### config.mk
export PLATFORM = sky130hd
export DESIGN_NAME = bie_ctrl
export DESIGN_NICKNAME = d
export VERILOG_FILES = /design/src/design/bie_pkg.sv /design/src/design/bie_pending.sv /design/src/design/bie_ctrl.sv
export SDC_FILE = /design/constraint.sdc
export NUM_CORES = 1
export LEC_CHECK = 0
export ABC_AREA = 1
export ABC_CLOCK_PERIOD_IN_PS = 3000
export BUFFER_PORTS_ARGS = -buffer_cell sky130_fd_sc_hd__buf_2
export CAP_MARGIN = 20
export CELL_PAD_IN_SITES_DETAIL_PLACEMENT = 1
export CELL_PAD_IN_SITES_GLOBAL_PLACEMENT = 1
export CORE_UTILIZATION = 34
export CTS_BUF_LIST = sky130_fd_sc_hd__clkbuf_2
export CTS_CLUSTER_DIAMETER = 50
export CTS_CLUSTER_SIZE = 10
export DETAILED_ROUTE_END_ITERATION = 8
export PLACE_DENSITY_LB_ADDON = 0.1
export SETUP_SLACK_MARGIN = 0.15
export SLEW_MARGIN = 20
export SYNTH_ARGS = -nofsm -noshare
export SYNTH_HDL_FRONTEND = slang
export SYNTH_SLANG_ARGS = --single-unit
### constraint.sdc
create_clock -name aclk -period 3 [get_ports aclk]
set_input_delay 0.6 -clock aclk [delete_from_list [all_inputs] [get_ports aclk]]
set_output_delay 0.6 -clock aclk [all_outputs]
set_load 0.02 [all_outputs]
### src/design/bie_pkg.sv
/*
 Package of the block interrupt enable controller: register offsets,
 field positions, reset values and the bus response codes.
 Assumes a 32-bit AXI4-Lite register bus with word-aligned registers.
*/
package bie_pkg;

   // ------------------------------------------------------------
   // Register map
   // ------------------------------------------------------------
   localparam logic [7:0] ENABLE_OFS = 8'h00;
   localparam logic [7:0] PENDING_OFS = 8'h04;
   localparam logic [7:0] IRQ_STATUS_OFS = 8'h08;
   localparam logic [7:0] IRQ_MASK_OFS = 8'h0c;

   // ------------------------------------------------------------
   // Enable register fields
   // ------------------------------------------------------------
   localparam int FRAMER_BIT = 0;
   localparam int ALARM_BIT = 1;
   localparam int SLIP_BIT = 2;
   localparam int DATALINK_BIT = 3;
   localparam int ONE_SECOND_BIT = 4;
   localparam int CLOCK_LOSS_BIT = 5;
   localparam int UNUSED_BIT = 6;
   localparam int NATIONAL_BIT = 7;
   localparam logic [7:0] ENABLE_RST = 8'h00;
   localparam logic [7:0] ENABLE_WMASK = 8'hbf;

   // ------------------------------------------------------------
   // Interrupt block fields
   // ------------------------------------------------------------
   localparam int EV_IRQ_RISE = 0;
   localparam int EV_BAD_WRITE = 1;
   localparam logic [1:0] IRQ_STATUS_RST = 2'h0;
   localparam logic [1:0] IRQ_MASK_RST = 2'h0;

   localparam logic [1:0] RESP_OKAY = 2'h0;
   localparam logic [1:0] RESP_SLVERR = 2'h2;

endpackage

### src/design/bie_pending.sv
/*
 One pending bit of a functional block: set by a request pulse, cleared
 when that block's source status register is read.
 Assumes request and clear come from logic on the same clock.
*/
`timescale 1ns/1ns
module bie_pending
(
   input wire logic aclk, // System clock
   input wire logic aresetn, // Synchronous reset, active low
   input wire logic req, // Request pulse from the block
   input wire logic clr, // Source status read pulse
   output logic pend // Pending bit
);

   typedef struct packed
   {
      logic pend;
   } bie_pend_st_t;

   bie_pend_st_t s_r;
   bie_pend_st_t s_nxt;

   always_comb
   begin
      s_nxt = s_r;
      // Set wins over clear so a request in the clear cycle is kept
      if (clr)
      begin
         s_nxt.pend = 1'b0;
      end
      if (req)
      begin
         s_nxt.pend = 1'b1;
      end
   end

   always_ff @(posedge aclk)
   begin
      if (!aresetn)
      begin
         s_r <= '0;
      end
      else
      begin
         s_r <= s_nxt;
      end
   end

   assign pend = s_r.pend;

   a_clear_read : assert property (@(posedge aclk)
      disable iff (!aresetn)
      clr && !req |=> !pend) else $error("pending not cleared");

endmodule

### src/design/bie_ctrl.sv
/*
 Block interrupt enable controller of an E1 framer. Holds the block
 enable register, keeps one pending bit per functional block, and gates
 block requests and two source events onto the shared interrupt pin.
 Assumes an AXI4-Lite master on aclk and request pulses synchronous
 to aclk from the functional blocks.
*/
// What this block does
// - Enable bit 7 lets the national-bit block reach the pin only when set.
// - A source reaches the pin only if its own and its block enable are 1.
// - Bit 5 allows the recovered clock loss interrupt only when set.
// - Bit 4 allows the one-second interrupt only when set.
// - Bit 3 lets the data-link block reach the pin only when set.
// - Bit 2 lets the slip buffer block reach the pin only when set.
// - Bit 1 lets the alarm and error block reach the pin only when set.
// - Bit 0 lets the framer block reach the pin only when set.
// - A block pending bit clears when its source status register is read.
`timescale 1ns/1ns
module bie_ctrl
(
   input wire logic aclk, // System clock, 125 MHz
   input wire logic aresetn, // Synchronous reset, active low
   input wire logic [7:0] s_axi_awaddr, // Write address
   input wire logic s_axi_awvalid, // Write address valid
   output logic s_axi_awready, // Write address ready
   input wire logic [31:0] s_axi_wdata, // Write data
   input wire logic [3:0] s_axi_wstrb, // Write byte strobes
   input wire logic s_axi_wvalid, // Write data valid
   output logic s_axi_wready, // Write data ready
   output logic [1:0] s_axi_bresp, // Write response
   output logic s_axi_bvalid, // Write response valid
   input wire logic s_axi_bready, // Write response ready
   input wire logic [7:0] s_axi_araddr, // Read address
   input wire logic s_axi_arvalid, // Read address valid
   output logic s_axi_arready, // Read address ready
   output logic [31:0] s_axi_rdata, // Read data
   output logic [1:0] s_axi_rresp, // Read response
   output logic s_axi_rvalid, // Read data valid
   input wire logic s_axi_rready, // Read data ready
   input wire logic national_bit_req, // National-bit block request pulse
   input wire logic national_bit_clr, // Its source status was read
   input wire logic datalink_req, // Data-link block request pulse
   input wire logic datalink_clr, // Its source status was read
   input wire logic slip_buffer_req, // Slip buffer block request pulse
   input wire logic slip_buffer_clr, // Its source status was read
   input wire logic alarm_error_req, // Alarm and error block request pulse
   input wire logic alarm_error_clr, // Its source status was read
   input wire logic framer_req, // Framer block request pulse
   input wire logic framer_clr, // Its source status was read
   input wire logic recovered_clock_loss, // Clock loss condition level
   input wire logic one_second_tick, // One-second condition level
   output logic int_pin, // Shared interrupt output, active high
   output logic ctrl_irq // Controller event interrupt, active high
);

   // ------------------------------------------------------------
   // State
   // ------------------------------------------------------------
   typedef struct packed
   {
      logic [7:0] enable;
      logic aw_got;
      logic [7:0] aw_addr;
      logic w_got;
      logic [31:0] w_data;
      logic [3:0] w_strb;
      logic bvalid;
      logic [1:0] bresp;
      logic rvalid;
      logic [31:0] rdata;
      logic [1:0] rresp;
      logic int_pin;
      logic [1:0] irq_status;
      logic [1:0] irq_mask;
   } bie_ctrl_st_t;

   bie_ctrl_st_t s_r;
   bie_ctrl_st_t s_nxt;

   logic [4:0] pend;
   logic [4:0] blk_req;
   logic [4:0] blk_clr;
   logic [4:0] blk_en;
   logic wr_fire;
   logic rd_fire;
   logic wr_bad;
   logic gated;

   assign blk_req = {national_bit_req, datalink_req, slip_buffer_req,
                     alarm_error_req, framer_req};
   assign blk_clr = {national_bit_clr, datalink_clr, slip_buffer_clr,
                     alarm_error_clr, framer_clr};

   // ------------------------------------------------------------
   // Per-block pending bits
   // ------------------------------------------------------------
   genvar gi;
   generate
      for (gi = 0; gi < 5; gi++)
      begin : g_pend
         bie_pending u_pend
         (
            .aclk(aclk),
            .aresetn(aresetn),
            .req(blk_req[gi]),
            .clr(blk_clr[gi]),
            .pend(pend[gi])
         );
      end
   endgenerate

   // ------------------------------------------------------------
   // Gating onto the pin
   // ------------------------------------------------------------
   assign blk_en = {s_r.enable[bie_pkg::NATIONAL_BIT],
                    s_r.enable[bie_pkg::DATALINK_BIT],
                    s_r.enable[bie_pkg::SLIP_BIT],
                    s_r.enable[bie_pkg::ALARM_BIT],
                    s_r.enable[bie_pkg::FRAMER_BIT]};

   // Source-level enables of the blocks live in the blocks, so a
   // pending bit already carries them; here only the block gate is added
   assign gated = (|(pend & blk_en))
      | (recovered_clock_loss
         & s_r.enable[bie_pkg::CLOCK_LOSS_BIT])
      | (one_second_tick & s_r.enable[bie_pkg::ONE_SECOND_BIT]);

   // ------------------------------------------------------------
   // Bus handshakes
   // ------------------------------------------------------------
   assign s_axi_awready = !s_r.aw_got && !s_r.bvalid;
   assign s_axi_wready = !s_r.w_got && !s_r.bvalid;
   assign s_axi_arready = !s_r.rvalid;
   assign wr_fire = s_r.aw_got && s_r.w_got && !s_r.bvalid;
   assign rd_fire = s_axi_arvalid && s_axi_arready;
   assign wr_bad = s_r.aw_addr != bie_pkg::ENABLE_OFS
      && s_r.aw_addr != bie_pkg::IRQ_MASK_OFS;

   always_comb
   begin
      s_nxt = s_r;
      if (s_axi_awvalid && s_axi_awready)
      begin
         s_nxt.aw_got = 1'b1;
         s_nxt.aw_addr = s_axi_awaddr;
      end
      if (s_axi_wvalid && s_axi_wready)
      begin
         s_nxt.w_got = 1'b1;
         s_nxt.w_data = s_axi_wdata;
         s_nxt.w_strb = s_axi_wstrb;
      end
      if (s_r.bvalid && s_axi_bready)
      begin
         s_nxt.bvalid = 1'b0;
      end
      if (wr_fire)
      begin
         s_nxt.aw_got = 1'b0;
         s_nxt.w_got = 1'b0;
         s_nxt.bvalid = 1'b1;
         s_nxt.bresp = wr_bad ? bie_pkg::RESP_SLVERR : bie_pkg::RESP_OKAY;
         if (s_r.w_strb[0] && s_r.aw_addr == bie_pkg::ENABLE_OFS)
         begin
            // Bit 6 is not writable so it stays zero
            s_nxt.enable = s_r.w_data[7:0] & bie_pkg::ENABLE_WMASK;
         end
         if (s_r.w_strb[0] && s_r.aw_addr == bie_pkg::IRQ_MASK_OFS)
         begin
            s_nxt.irq_mask = s_r.w_data[1:0];
         end
      end
      if (s_r.rvalid && s_axi_rready)
      begin
         s_nxt.rvalid = 1'b0;
      end
      if (rd_fire)
      begin
         s_nxt.rvalid = 1'b1;
         s_nxt.rresp = bie_pkg::RESP_OKAY;
         s_nxt.rdata = 32'h0000_0000;
         case (s_axi_araddr)
            bie_pkg::ENABLE_OFS: s_nxt.rdata[7:0] = s_r.enable;
            bie_pkg::PENDING_OFS:
            begin
               s_nxt.rdata[4:0] = pend;
               s_nxt.rdata[5] = recovered_clock_loss;
               s_nxt.rdata[6] = one_second_tick;
            end
            bie_pkg::IRQ_STATUS_OFS:
            begin
               s_nxt.rdata[1:0] = s_r.irq_status;
               s_nxt.irq_status = 2'h0;
            end
            bie_pkg::IRQ_MASK_OFS: s_nxt.rdata[1:0] = s_r.irq_mask;
            default: s_nxt.rresp = bie_pkg::RESP_SLVERR;
         endcase
      end
      // Events set after the read clear, so set wins
      if (gated && !s_r.int_pin)
      begin
         s_nxt.irq_status[bie_pkg::EV_IRQ_RISE] = 1'b1;
      end
      if (wr_fire && wr_bad)
      begin
         s_nxt.irq_status[bie_pkg::EV_BAD_WRITE] = 1'b1;
      end
      // Registered pin adds one cycle but avoids glitches off-chip
      s_nxt.int_pin = gated;
   end

   always_ff @(posedge aclk)
   begin
      if (!aresetn)
      begin
         s_r <= '0;
         s_r.enable <= bie_pkg::ENABLE_RST;
         s_r.irq_status <= bie_pkg::IRQ_STATUS_RST;
         s_r.irq_mask <= bie_pkg::IRQ_MASK_RST;
      end
      else
      begin
         s_r <= s_nxt;
      end
   end

   assign s_axi_bvalid = s_r.bvalid;
   assign s_axi_bresp = s_r.bresp;
   assign s_axi_rvalid = s_r.rvalid;
   assign s_axi_rdata = s_r.rdata;
   assign s_axi_rresp = s_r.rresp;
   assign int_pin = s_r.int_pin;
   assign ctrl_irq = |(s_r.irq_status & s_r.irq_mask);

   // ------------------------------------------------------------
   // Checks
   // ------------------------------------------------------------
   a_national_gate : assert property (@(posedge aclk)
      disable iff (!aresetn)
      !s_r.enable[7] && !(|pend[3:0]) && !recovered_clock_loss
      && !one_second_tick |=> !int_pin) else $error("national leak");
   a_block_gate : assert property (@(posedge aclk)
      disable iff (!aresetn)
      (|(pend & blk_en)) |=> int_pin) else $error("pin not raised");
   a_pin_quiet : assert property (@(posedge aclk)
      disable iff (!aresetn)
      !gated |=> !int_pin) else $error("pin raised without cause");
   a_clock_loss : assert property (@(posedge aclk)
      disable iff (!aresetn)
      recovered_clock_loss && s_r.enable[5] |=> int_pin)
      else $error("clock loss lost");
   // A source that is off must not hold the pin up on its own
   a_clock_loss_off : assert property (@(posedge aclk)
      disable iff (!aresetn)
      recovered_clock_loss && !s_r.enable[5] && !(|(pend & blk_en))
      && !(one_second_tick && s_r.enable[4]) |=> !int_pin)
      else $error("clock loss leak");
   a_one_second : assert property (@(posedge aclk)
      disable iff (!aresetn)
      one_second_tick && !s_r.enable[4] && !(|(pend & blk_en))
      && !(recovered_clock_loss && s_r.enable[5]) |=> !int_pin)
      else $error("one second leak");
   a_one_second_on : assert property (@(posedge aclk)
      disable iff (!aresetn)
      one_second_tick && s_r.enable[4] |=> int_pin)
      else $error("one second lost");
   a_datalink_gate : assert property (@(posedge aclk)
      disable iff (!aresetn)
      pend[3] && s_r.enable[3] |=> int_pin)
      else $error("datalink lost");
   a_slip_gate : assert property (@(posedge aclk)
      disable iff (!aresetn)
      pend[2] && s_r.enable[2] |=> int_pin) else $error("slip lost");
   a_alarm_gate : assert property (@(posedge aclk)
      disable iff (!aresetn)
      pend[1] && s_r.enable[1] |=> int_pin) else $error("alarm lost");
   a_framer_gate : assert property (@(posedge aclk)
      disable iff (!aresetn)
      pend[0] && s_r.enable[0] |=> int_pin) else $error("framer lost");
   a_bit6_zero : assert property (@(posedge aclk)
      disable iff (!aresetn)
      !s_r.enable[bie_pkg::UNUSED_BIT]) else $error("bit 6 set");
   a_reset_off : assert property (@(posedge aclk)
      !aresetn |=> s_r.enable == 8'h00) else $error("enable not reset");
   a_reset_quiet : assert property (@(posedge aclk)
      !aresetn |=> !int_pin && !s_axi_bvalid && !s_axi_rvalid)
      else $error("outputs busy after reset");

   // ------------------------------------------------------------
   // Bus and controller status checks
   // ------------------------------------------------------------
   // A response must stand until the master takes it
   a_bvalid_hold : assert property (@(posedge aclk)
      disable iff (!aresetn)
      s_axi_bvalid && !s_axi_bready |=> s_axi_bvalid
      && $stable(s_axi_bresp)) else $error("write response dropped");
   a_rvalid_hold : assert property (@(posedge aclk)
      disable iff (!aresetn)
      s_axi_rvalid && !s_axi_rready |=> s_axi_rvalid
      && $stable(s_axi_rdata) && $stable(s_axi_rresp))
      else $error("read response dropped");
   a_write_answer : assert property (@(posedge aclk)
      disable iff (!aresetn)
      wr_fire |=> s_axi_bvalid) else $error("write not answered");
   a_read_answer : assert property (@(posedge aclk)
      disable iff (!aresetn)
      rd_fire |=> s_axi_rvalid) else $error("read not answered");
   // No new item may be taken while an answer is still waiting
   a_busy_refuse : assert property (@(posedge aclk)
      disable iff (!aresetn)
      s_axi_bvalid |-> !s_axi_awready && !s_axi_wready)
      else $error("write taken while busy");
   a_read_refuse : assert property (@(posedge aclk)
      disable iff (!aresetn)
      s_axi_rvalid |-> !s_axi_arready) else $error("read taken while busy");
   a_write_lands : assert property (@(posedge aclk)
      disable iff (!aresetn)
      wr_fire && s_r.w_strb[0] && s_r.aw_addr == bie_pkg::ENABLE_OFS
      |=> s_r.enable == ($past(s_r.w_data[7:0]) & bie_pkg::ENABLE_WMASK))
      else $error("enable write lost");
   a_strobe_off : assert property (@(posedge aclk)
      disable iff (!aresetn)
      wr_fire && !s_r.w_strb[0] |=> s_r.enable == $past(s_r.enable))
      else $error("enable changed without strobe");
   a_bad_write : assert property (@(posedge aclk)
      disable iff (!aresetn)
      wr_fire && wr_bad |=> s_axi_bresp == bie_pkg::RESP_SLVERR
      && s_r.irq_status[bie_pkg::EV_BAD_WRITE]
      && s_r.enable == $past(s_r.enable)) else $error("bad write taken");
   a_rise_status : assert property (@(posedge aclk)
      disable iff (!aresetn)
      gated && !s_r.int_pin |=> s_r.irq_status[bie_pkg::EV_IRQ_RISE])
      else $error("pin rise not recorded");
   // Set wins, so only a read without a new bad write must clear
   a_status_clear : assert property (@(posedge aclk)
      disable iff (!aresetn)
      rd_fire && s_axi_araddr == bie_pkg::IRQ_STATUS_OFS
      && !(wr_fire && wr_bad) |=> !s_r.irq_status[bie_pkg::EV_BAD_WRITE])
      else $error("status not cleared by read");
   a_read_unmapped : assert property (@(posedge aclk)
      disable iff (!aresetn)
      rd_fire && s_axi_araddr != bie_pkg::ENABLE_OFS
      && s_axi_araddr != bie_pkg::PENDING_OFS
      && s_axi_araddr != bie_pkg::IRQ_STATUS_OFS
      && s_axi_araddr != bie_pkg::IRQ_MASK_OFS
      |=> s_axi_rresp == bie_pkg::RESP_SLVERR
      && s_axi_rdata == 32'h0000_0000) else $error("unmapped read taken");

   c_enable_write : cover property (@(posedge aclk) disable iff (!aresetn)
      wr_fire && !wr_bad);
   c_pin_high : cover property (@(posedge aclk) disable iff (!aresetn)
      $rose(int_pin));
   c_pend_clear : cover property (@(posedge aclk) disable iff (!aresetn)
      $fell(pend[0]));
   c_ctrl_irq : cover property (@(posedge aclk) disable iff (!aresetn)
      ctrl_irq);
   c_bad_write : cover property (@(posedge aclk) disable iff (!aresetn)
      wr_fire && wr_bad);

endmodule

======== Word-level counts from Yosys, hierarchy flattened ========
Cells that the tools add are included.
storage, ports and cells
  register bits after elaboration ......... 50
  input bits .............................. 71
  output and inout port bits .............. 43
  word-level logic and storage cells ...... 96
cells by class
  equal/unequal tests ..................... 5
  mux-type cells .......................... 23
  bitwise operators ....................... 7
  reductions and logical operators ........ 41
operators with widths
  cell                  count
  $mux W35              1
  $eq A8 B4 Y1 const B  3
  $reduce_bool A2 Y1    11
  $logic_not A8 Y1      2
  $mux W1               15
  $logic_and A1 B1 Y1   14
  $pmux W5 S2           1
  $eq A8 B3 Y1 const B  1
  $mux W2               4
  $ne A8 B4 Y1 const B  1
  $pmux W2 S4           1
  $reduce_and A2 Y1     4
  $reduce_bool A8 Y1    1
  $and A5 B5 Y5         1
  $logic_not A1 Y1      5
  $reduce_or A5 Y1      1
  $reduce_or A2 Y1      2
  $reduce_or A4 Y1      1
  $mux W3               1
  $and A1 B1 Y1         2
  $and A2 B2 Y2         1
  $or A1 B1 Y1          2
  $not A1 Y1            1

======== Logic depth before layout (Yosys ltp) ========
Gate-level depths: netlist (run 1).
  depth after elaboration ................. 7
  depth in mapped cells ................... 9
  gate-level depth less buffers ........... 9

======== Hierarchy ========
A second synthesis (run 1) with hierarchy kept.
unflattened totals
  cells, all modules ...................... 312
  area, all modules ....................... 2254.7 µm²
by module, submodules not included
  module       times used  cells an instance  area an instance (µm²)  seq. area each (µm²)
  bie_ctrl     1           282                2035.7                  840.8
  bie_pending  5           6                  43.8                    20.0

======== Worst setup path after synthesis (run 1) ========
No wires, ideal clock.
  path kind ............................... in2reg
  start point ............................. input port s_axi_araddr[7]
  end point ............................... register s_r, in the netlist s_axi_rdata[0]
  setup time .............................. 0.073 ns
  arrival ................................. 1.317 ns
  required time ........................... 2.927 ns
  path slack .............................. 1.610 ns
  stages .................................. 7
  path buffers ............................ 0
  cells stage by stage .................... nor2_1 nand2_1 nor2_1 nand2_1 nand2_1 o21ai_1 a21oi_1
on the way
  word-level cells in the longest chain between the ends .. 2
  elaborated cells between the ends (all ways) .. 5
  classes of those cells .................. eq/ne (3); mux (1); reduce/logical (1)
ends and longest elaborated chain
  what                                  RTL line         RTL
  start: declaration                    bie_ctrl.sv:33   input wire logic [7:0] s_axi_araddr,
  $eq A8 B4 Y1 (tied with other cells)  bie_ctrl.sv:182  case (s_axi_araddr)
  $pmux W2 S4 *                         bie_ctrl.sv:182
  end signal: assignment                bie_ctrl.sv:223  s_r <= s_nxt;
  end: declaration                      bie_ctrl.sv:77   bie_ctrl_st_t s_r;
Mark *: on every way between the ends. The rest lies on a longest branch, timed or not.
A chain may end at the register's enable or synchronous reset.

======== Worst setup path after layout (run 1) ========
  start point ............................. register s_r[3] in the netlist's numbering
  end point ............................... output port ctrl_irq
on the way
  word-level cells in the longest chain between the ends .. 2
ends and longest elaborated chain
  what              RTL line         RTL
  $and A2 B2 Y2     bie_ctrl.sv:233  assign ctrl_irq = |(s_r.irq_status & s_r.irq_mask);
  $reduce_or A2 Y1  bie_ctrl.sv:233
  end: declaration  bie_ctrl.sv:53   output logic ctrl_irq
No other way between the ends.

==> results by group, run 1 <==
Synth
  • Synth Flop Type: dfxtp_1
  • Number of synthesized flops with an enable pin: 0
  • Post-Syn Instances: 303
  • Synth cell count leaders: nor2_1 (56), dfxtp_1 (47), nand2_1 (45), buf_4 (37), a21oi_1 (25)
  • Asr flop ratio synth: 0
  • Mean area per synthesized cell: 7.26 um^2
  • Synth warn: 0
  • Yosys cell types: 25
  • Post-synth top area cell: dfxtp_1
  • Count leader, synth: nor2_1
  • Netlist Area Pre-Place: 2200 um^2
  • Yosys reg bits: 47
  • Post-synthesis sequential area ratio: 0.428
  • Synth top area share: 0.428
  • Synth top area cells: dfxtp_1 (43%), buf_4 (13%), nor2_1 (9.6%)

Cells and area
  • # diodes: 0
  • Ratio of cells with drive above 1 in the final layout: 0.216
  • Area grow syn2layout: 11.3%
  • Post-Layout Cell Count: 427
  • Final Util: 0.402
  • Nets@finish: between 400 and 500

STA
  • WHS: 0.370 ns
  • Minimum clock period: 1.80 ns
  • Fin Setup TNS: 0 ns
  • Final WS setup: 1.20 ns
  • Worst Skew: 0.0129 ns
  • Tcrit/Tclk final: 0.600
  • Setup Viol. Count Final: 0
  • RSZ-0062 raised after global routing: no
  • Max Freq: 0.556 GHz
  • Max Slew Vio Count: 0
  • Final Hold Vio Count: 0

Place
  • Port bufs: 59
  • DP HPWL: 3740 um
  • GP Congestion: ~0.71
  • Cells after DPL: 419
  • DP Worst Slack: between 1 and 1.5 ns

Floorplanning
  • Die W: around 82 um
  • Io pins: 114
  • Core Region: 6100 um^2
  • Rows: 28
  • Effective utilization at floorplan: 0.361
  • Die area: 6800 um^2
  • Die H: 82.5 um

Clock network
  • CTS tree: done
  • Post-cts resize count: 0
  • Setup bufs post-CTS: 0
  • Clk Latency, worst-skew pair: 0.41 ns
  • Clock transition at the registers of the reported paths: between 0.2 and 0.25 ns
  • Clock Sinks: 47
  • H-Tree Level Count: 2
  • Clk buf depth: 2
  • Post-CTS Hold Fix Bufs: 0
  • Total CTS buffers: 5
  • Root buf cell: clkbuf_2

Detailed routing
  • Final WL: roughly 4800 um
  • Vias per cell: 4.51
  • Detail Route Antenna Nets: 0
  • Avg WL per Cell: 11.2 um
  • Initial DRC Count: 38
  • # DRC: 0
  • Router iterations before antenna repair: 4
  • Via Count: 1924

Status
  • Outcome: finished clean

Global route
  • Initial antenna violation count: 0
  • Vias in the first global route: 1803
  • Total GRT Usage: 0.156
  • Pin count of the biggest net entering global routing: 25
  • First-pass GRT wire length: 8000 um
  • Grt ovf: 0

Power
  • Power density over the cells: 504 nW/um^2
  • Leak: 1.23 nW
  • Max VDD drop: about 240 uV

Worst setup path
  • Data arrival, critical path: 1.20 ns
  • Critical-path cell list: a22o_1, buf_2
  • Setup Crit Path Kind: register to output port
  • Worst setup EP type: output port
  • Max incr delay on CP: 0.39 ns
  • CP max FO: 3
  • Startpoint Class: register
  • Slowest stage cell, crit path: dfxtp_1
  • WP data required: 2.40 ns

Min path
  • Hold WC Path Type: input port to register

Flow run
  • # Max-Cap Violations: 0
[flip-flops by register name, summed over array words and instances, names as in the netlist]
register	flops
s_axi_rdata	8
g_pend.u_pend.pend	5
s_axi_rresp	1
s_axi_bvalid	1
s_r	24
s_axi_bresp	1
blk_en	5
int_pin	1
s_axi_rvalid	1
[power by group]
group / internal [W] / total (W) / leakage, nW / switching, W
logic: 0.0000679 / 0.000207 / 0.800 / 0.000139
registers: 0.000664 / 0.000687 / 0.386 / 0.0000231
clock network: 0.000137 / 0.000340 / 0.0404 / 0.000203
[through the flow]
stage | instance area, um^2 | power, W
final | 2450 | 0.00123
after global routing | 2450 | 0.00132
after CTS | 2450 | 0.00126
after detailed placement | 2390 | 0.000911
after global placement | 2390 | 0.000905
after floorplan | 2290 | 0.000876
[placed cells by master, fill, tap and decap left out, drive strengths merged]
master  Yosys  final
a21oi      25     25
a221oi      1      1
a22o        1      1
a31oi       1      1
buf        38     60
bufinv      0      1
clkbuf      6      5
clkinv      1      3
conb        1     26
dfxtp      47     47
inv        24     24
nand2      47     47
nand3      15     15
nand3b      1      1
nor2       57     57
nor3        3      3
o211ai      4      4
o21a        1      1
o21ai      29     29
or2         1      1
[worst max-delay path, delay by kind of cell (launching register included)]
family / cells / cell delay [ns]
AOI/OAI and AO/OA: 1 / 0.24
buffers and inverters: 1 / 0.16
DFF: 1 / 0.39
[final timing paths]
| check | start | to | slack (ns) | cells past startpoint |
|---|---|---|---|---|
| min reg2reg | s_axi_rdata[1] | s_axi_rdata[1] | 0.48 | 2 |
| max reg2reg | s_r[79] | s_r[1] | 1.47 | 7 |
| min | datalink_req | g_pend[3].u_pend.pend | 0.37 | 3 |
| max | s_r[3] | ctrl_irq | 1.20 | 2 |
[cell type report]
cell class / count / area (um^2)
clock buffer: 5 / 25.0
clock inverter: 3 / 38.8
fill: 829 / 3650
tap: 75 / 93.8
timing repair buffer: 60 / 303
sequential: 47 / 941
multi-input combinational: 212 / 955
inverter: 25 / 93.8
[logic make-up (layout without fill, tap and decap cells)]
family | count (synthesis) | after routing | share of synthesized area
buffers and inverters | 69 | 93 | 0.181
AO/OA/AOI/OAI | 62 | 62 | 0.151
flip-flops | 47 | 47 | 0.428
other | 1 | 26 | 0.00170
AND/OR/NAND/NOR | 124 | 124 | 0.239
[layer usage]
layer	routed length, um	global-route usage
met2	2090	0.259
met3	260	0.0341
met5	0	0
met4	65	0.0579
met1	2380	0.197
No activity file was read; power rests on OpenSTA's default activity.
==> inputs of run 2 (changes only) <==
ABC_CLOCK_PERIOD_IN_PS = 1700   (was 3000)
CORE_UTILIZATION = 31   (was 34)
clock period = 1.7 ns   (was 3 ns; I/O delays follow)
==> results by group, run 2 (synthesized netlist as in run 1, its figures left out) <==
Power
  • Pint: 0.00170 W (+96%)
  • Power density over the cells: 913 nW/um^2 (+81%)
  • Sw Pwr: 0.000645 W (+76%)
  • Total power: 0.00235 W (+90%)
  • Max VDD drop: 347 uV (+45%)
  • Clock power share: 0.322 (+0.046)
  • Sw Ratio: 0.274 (-0.0217)
  • Sequential share of power: 0.516 (-0.041)
  • Combinational Power Share: 0.162 (-0.006)
  • Leak: 1.28 nW (+4.0%)

Clock network
  • H-Tree Level Count: 2 (unchanged)
  • Root buf cell: clkbuf_2
  • Clk buf depth: 2 (unchanged)
  • Clock transition at the registers of the reported paths: 0.23 ns (about the same)
  • Post-CTS Hold Fix Bufs: 0 (unchanged)
  • Total CTS buffers: 5 (unchanged)
  • Clock Sinks: 47 (unchanged)
  • Clk Latency, worst-skew pair: 0.41 ns (about the same)
  • CTS tree: done

STA
  • Tcrit/Tclk final: 0.891
  • Minimum clock period: between 1.5 and 2 ns
  • Worst Skew: 0.0158 ns (+0.00288 ns)
  • Max Slew Vio Count: 0 (unchanged)
  • WHS: 0.112 ns (-0.258 ns)
  • Final Hold Vio Count: 0 (unchanged)
  • RSZ-0062 raised after global routing: yes
  • Setup Viol. Count Final: 0 (unchanged)
  • Final WS setup: 0.186 ns (-1.02 ns)
  • Fin Setup TNS: 0 ns (unchanged)
  • Max Freq: 0.660 GHz

Worst setup path
  • Setup Crit Path Kind: register to output port
  • Critical-path cell list: a22o_1, buf_6
  • Slowest stage cell, crit path: dfxtp_2
  • Buffers plus inverters on the worst setup path: 1 (unchanged)
  • Data arrival, critical path: 1.17 ns (-0.03 ns)
  • FF-to-FF Start: s_r[79]
  • Worst setup EP type: output port
  • Worst reg-to-reg path cell count: 7 (unchanged)
  • Delay-heaviest family, CP: flip-flops
  • CP max FO: 3 (unchanged)
  • Reg-to-reg endpoint: blk_en[0]
  • Register-to-register setup slack: 0.35 ns (-1.12 ns)
  • Max incr delay on CP: 0.38 ns (about the same)
  • Startpoint Class: register
  • WP data required: 1.36 ns (-1.04 ns)

Cells and area
  • # diodes: 0 (unchanged)
  • Area grow syn2layout: 16.9%
  • Nets@finish: 427 (+1.2%)
  • Most frequent cells in the layout: buf_2 (57), nor2_1 (55), nand2_1 (45)
  • Ratio of cells with drive above 1 in the final layout: 0.246 (+0.0306)
  • Largest register FFs: 24 (unchanged)
  • Commonest non-fill, non-tap cell in the layout: buf_2
  • Largest reg by FF count: s_r
  • Multi-input gate area: 962 um^2 (+0.79%)
  • FF+latch area: 946 um^2 (+0.53%)
  • Filler Cell Count: 916 (+10%)
  • Final Instance Area: 2570 um^2 (+5.1%)

Flow run
  • # Max-Cap Violations: 0 (unchanged)

Floorplanning
  • Die W: 86.3 um (+4.6%)
  • Rows: 30 (+7.1%)
  • Die H: 86.3 um (+4.6%)
  • Effective utilization at floorplan: 0.322 (-0.0389)
  • Io pins: 114 (unchanged)
  • Die area: 7440 um^2 (+9.4%)
  • Core Region: 6830 um^2 (+12%)

Detailed routing
  • Avg WL per Cell: 10.8 um (-4.1%)
  • Vias per cell: 4.28 (-4.9%)
  • # DRC: 0 (unchanged)
  • Via Count: 1941 (+0.88%)
  • Initial DRC Count: 57 (+50%)
  • Router iterations before antenna repair: 4 (unchanged)
  • Final WL: 4880 um (+1.7%)
  • Detail Route Antenna Nets: 0 (unchanged)

Place
  • DP HPWL: 3780 um (+1.1%)
  • DP Worst Slack: 0.299 ns (-0.912 ns)
  • Port bufs: 59 (unchanged)
  • Placed Area: 2450 um^2 (+2.6%)
  • GP Congestion: 0.700 (-0.98%)

Min path
  • Hold WC Path Type: input port to register
  • Hold Path Origin: slip_buffer_req
  • Worst hold path depth: 3 (unchanged)
  • Worst Hold End: g_pend[2].u_pend.pend

Global route
  • Grt ovf: 0 (unchanged)
  • Initial antenna violation count: 0 (unchanged)
  • Vias in the first global route: 1726 (-4.3%)
  • Total GRT Usage: 0.137 (-0.0192)
  • First-pass GRT wire length: 7910 um (-1.2%)
  • Pin count of the biggest net entering global routing: 28 (+12%)

Status
  • Outcome: finished clean
==> run 2: how the worst max path moves through the flow <==
stage	from	endpoint	slack (ns)	depth (start not counted)
finish	s_r[1]	ctrl_irq	0.19	2
global route	s_r[1]	ctrl_irq	0.11	2
CTS	s_r[0]	ctrl_irq	0.16	2
detailed placement	s_r[84]	s_r[1]	0.30	6
global placement	s_r[87]	s_r[1]	0.36	6
floorplan	s_axi_bvalid	s_r[43]	0.35	5
==> run 2: worst reg2reg max path, stage by stage, from the launching register on <==
cell     delay (ns)
dfxtp_1        0.40
inv_1          0.06
nor2_1         0.08
nand2_1        0.13
nor2_2         0.27
buf_4          0.21
a21oi_1        0.07
nor2_1         0.09
==> run 2: final cells by class <==
type / count / share of cell area
Timing Repair Buffer: 65 / 0.140
Inverter: 25 / 0.0365
Sequential cell: 47 / 0.368
Clock buffer: 6 / 0.0117
Clock inverter: 2 / 0.0233
Tap cell: 96 / 0.0467
Multi-Input combinational cell: 212 / 0.374
==> run 2: stage by stage <==
step | util | std cells
floorplan | - | 328
global route | 0.377 | 453
global placement | 0.358 | 443
CTS | 0.371 | 451
detailed placement | 0.358 | 443
finish | 0.377 | 453
==> run 2: power groups by stage <==
stage	Clock [W]	Combinational (W)	Sequential [W]
floorplan	0	0.000320	0.00123
global placement	0	0.000375	0.00123
detailed placement	0	0.000383	0.00123
CTS	0.000784	0.000383	0.00121
global route	0.000833	0.000432	0.00122
finish	0.000757	0.000380	0.00121
==> run 2: metal layers <==
metal	vias up	routed length, um	track usage
li1	1014	-	-
met1	870	2360	0.178
met2	51	2200	0.222
met3	6	254	0.0333
met4	0	62	0.0455
met5	-	0	0
==> run 2: timing repair <==
item	CTS	global route
hold endpoints to repair	0	0
setup buffers	0	2
endpoints found under the setup margin	0	6
resized for setup	0	9
==> inputs of run 3 (changes only) <==
CELL_PAD_IN_SITES_DETAIL_PLACEMENT = 2   (was 1)
CELL_PAD_IN_SITES_GLOBAL_PLACEMENT = 2   (was 1)
CORE_UTILIZATION = 24   (was 31)
==> results by group, run 3 (synthesized netlist as in run 1, its figures left out) <==
STA
  • RSZ-0062 raised after global routing: yes
  • Max Freq: 0.673 GHz (+1.9%)
  • Max Slew Vio Count: 0 (unchanged)
  • Tcrit/Tclk final: 0.874 (-0.0170)
  • Final Hold Vio Count: 0 (unchanged)
  • Minimum clock period: 1.49 ns (-0.0288 ns)
  • Worst Skew: 0.0153 ns (-0.000498 ns)
  • Fin Setup TNS: 0 ns (unchanged)
  • WHS: 0.127 ns (+0.0148 ns)
  • Setup Viol. Count Final: 0 (unchanged)

Floorplanning
  • Rows: 34 (+13%)
  • Die area: 9560 um^2 (+28%)
  • Core Region: 8810 um^2 (+29%)
  • Effective utilization at floorplan: 0.250 (-0.0722)
  • Die H: 97.8 um (+13%)
  • Die W: 97.8 um (+13%)
  • Io pins: 114 (unchanged)

Min path
  • Worst hold path depth: 3 (unchanged)
  • Hold Path Origin: datalink_req
  • Hold WC Path Type: input port to register
  • Worst Hold End: g_pend[3].u_pend.pend

Detailed routing
  • Final WL: 5590 um (+15%)
  • Router iterations before antenna repair: 5 (+1)
  • Avg WL per Cell: 12.0 um (+11%)
  • Initial DRC Count: 55 (-3.5%)
  • Detail Route Antenna Nets: 0 (unchanged)
  • Vias per cell: 4.30 (+0.27%)
  • Via Count: 2002 (+3.1%)
  • # DRC: 14 (+14)

Power
  • Leak: 1.25 nW (-2.1%)
  • Power density over the cells: 811 nW/um^2 (-11%)
  • Sw Pwr: 0.000641 W (-0.61%)
  • Sw Ratio: 0.314 (+0.0396)
  • Total power: 0.00204 W (-13%)
  • Clock power share: 0.218 (-0.104)
  • Pint: 0.00140 W (-18%)
  • Combinational Power Share: 0.188 (+0.026)
  • Sequential share of power: 0.594 (+0.078)
  • Max VDD drop: 238 uV (-32%)

Worst setup path
  • Critical-path cell list: a22o_1, buf_2
  • Buffers plus inverters on the worst setup path: 1 (unchanged)
  • Setup Crit Path Kind: register to output port
  • Startpoint Class: register
  • FF-to-FF Start: s_r[79]
  • Register-to-register setup slack: 0.40 ns (+0.05 ns)
  • Worst setup EP type: output port
  • CP max FO: 3 (unchanged)
  • WP data required: 1.36 ns (about the same)
  • Delay-heaviest family, CP: flip-flops
  • Worst reg-to-reg path cell count: 7 (unchanged)
  • Slowest stage cell, crit path: dfxtp_2
  • Reg-to-reg endpoint: s_r[1]
  • Data arrival, critical path: 1.15 ns (-0.02 ns)
  • Max incr delay on CP: 0.38 ns (about the same)

Clock network
  • Total CTS buffers: 5 (unchanged)
  • Clock transition at the registers of the reported paths: 0.23 ns (about the same)
  • H-Tree Level Count: 2 (unchanged)
  • Clk Latency, worst-skew pair: 0.40 ns (about the same)
  • Clock Sinks: 47 (unchanged)
  • Root buf cell: clkbuf_2
  • Clk buf depth: 2 (unchanged)
  • CTS tree: done

Place
  • DP HPWL: 4450 um (+18%)
  • Cells after DPL: 457 (+3.2%)
  • GP Congestion: 0.678 (-3.2%)
  • Port bufs: 59 (unchanged)
  • Placed Area: 2460 um^2 (+0.72%)

Global route
  • Pin count of the biggest net entering global routing: 18 (-36%)
  • Vias in the first global route: 1973 (+14%)
  • Initial antenna violation count: 0 (unchanged)
  • First-pass GRT wire length: 9450 um (+20%)
  • Total GRT Usage: 0.122 (-0.0150)
  • Grt ovf: 0 (unchanged)

Cells and area
  • # diodes: 0 (unchanged)
  • Post-Layout Cell Count: 466 (+2.9%)
  • Filler Cell Count: 1068 (+17%)
  • Largest register FFs: 24 (unchanged)
  • Commonest non-fill, non-tap cell in the layout: buf_2
  • Nets@finish: 428 (+0.23%)
  • Most frequent cells in the layout: buf_2 (58), nor2_1 (56), nand2_1 (45)
  • Ratio of cells with drive above 1 in the final layout: 0.235 (-0.0119)
  • Largest reg by FF count: s_r
  • Area grow syn2layout: 14.3%
  • Final Instance Area: 2520 um^2 (-2.2%)

Status
  • Failing checks: design-rule violations
  • Outcome: complete, but fails checks

Flow run
  • # Max-Cap Violations: 0 (unchanged)
## run 3: changes by cell type in the layout (fill, tap and decap cells not counted), sizes merged
| cell | delta |
|---|---|
| buf | +1 |
| bufinv | -2 |
| clkinv | +2 |
## run 3: per-layer routing
layer,GRT usage,wire length (um),vias up
met3,0.0229,241,5
met4,0.0420,67,0
met5,0,0,-
met1,0.162,2630,935
li1,-,-,1016
met2,0.197,2650,46
## run 3: layout make-up
type / instances / area [um^2] / area share
multi-input combinational: 212 / 955 / 0.379
sequential: 47 / 945 / 0.375
timing repair buffer: 66 / 350 / 0.139
tap: 108 / 135 / 0.0537
inverter: 25 / 93.8 / 0.0373
clock buffer: 6 / 30.0 / 0.0119
clock inverter: 2 / 7.51 / 0.00298
## run 3: timing repair
| action | 4_1_cts | 5_1_grt |
|---|---|---|
| hold buffers | 0 | 0 |
| setup buffers | 0 | 1 |
| gates cloned | 0 | 0 |
| endpoints found under the setup margin | 1 | 3 |
| gates resized for setup | 2 | 2 |
## run 3: worst max path at each step
stage	start	end	slack, ns	depth (start not counted)
2_1_floorplan	s_axi_bvalid	s_r[43]	0.35	5
3_3_place_gp	s_axi_araddr[0]	s_axi_rdata[4]	0.33	10
3_5_place_dp	s_axi_araddr[1]	s_axi_rdata[4]	0.33	10
4_1_cts	s_r[3]	ctrl_irq	0.15	2
5_1_grt	s_r[1]	ctrl_irq	0.10	2
6_report	s_r[3]	ctrl_irq	0.21	2
## run 3: per-stage QoR
| stage | setup WS [ns] | util |
|---|---|---|
| floorplan | 0.347 | - |
| global placement | 0.333 | 0.280 |
| CTS | 0.154 | 0.284 |
| finish | 0.215 | 0.286 |
| global route | 0.102 | 0.286 |
| detailed placement | 0.328 | 0.280 |
## run 3: tightest hold or removal path: cells and delay by family
family	cells	cell delay, ns
buffers and inverters	1	0.08
and+or+nand+nor	1	0.07
AOI/OAI and AO/OA	1	0.03
## run 3: power by group through the flow
stage / registers [W] / clock network, W / logic (W)
5_1_grt: 0.00122 / 0.000526 / 0.000438
2_1_floorplan: 0.00123 / 0 / 0.000320
3_3_place_gp: 0.00123 / 0 / 0.000381
4_1_cts: 0.00122 / 0.000493 / 0.000391
6_report: 0.00121 / 0.000445 / 0.000384
3_5_place_dp: 0.00124 / 0 / 0.000390
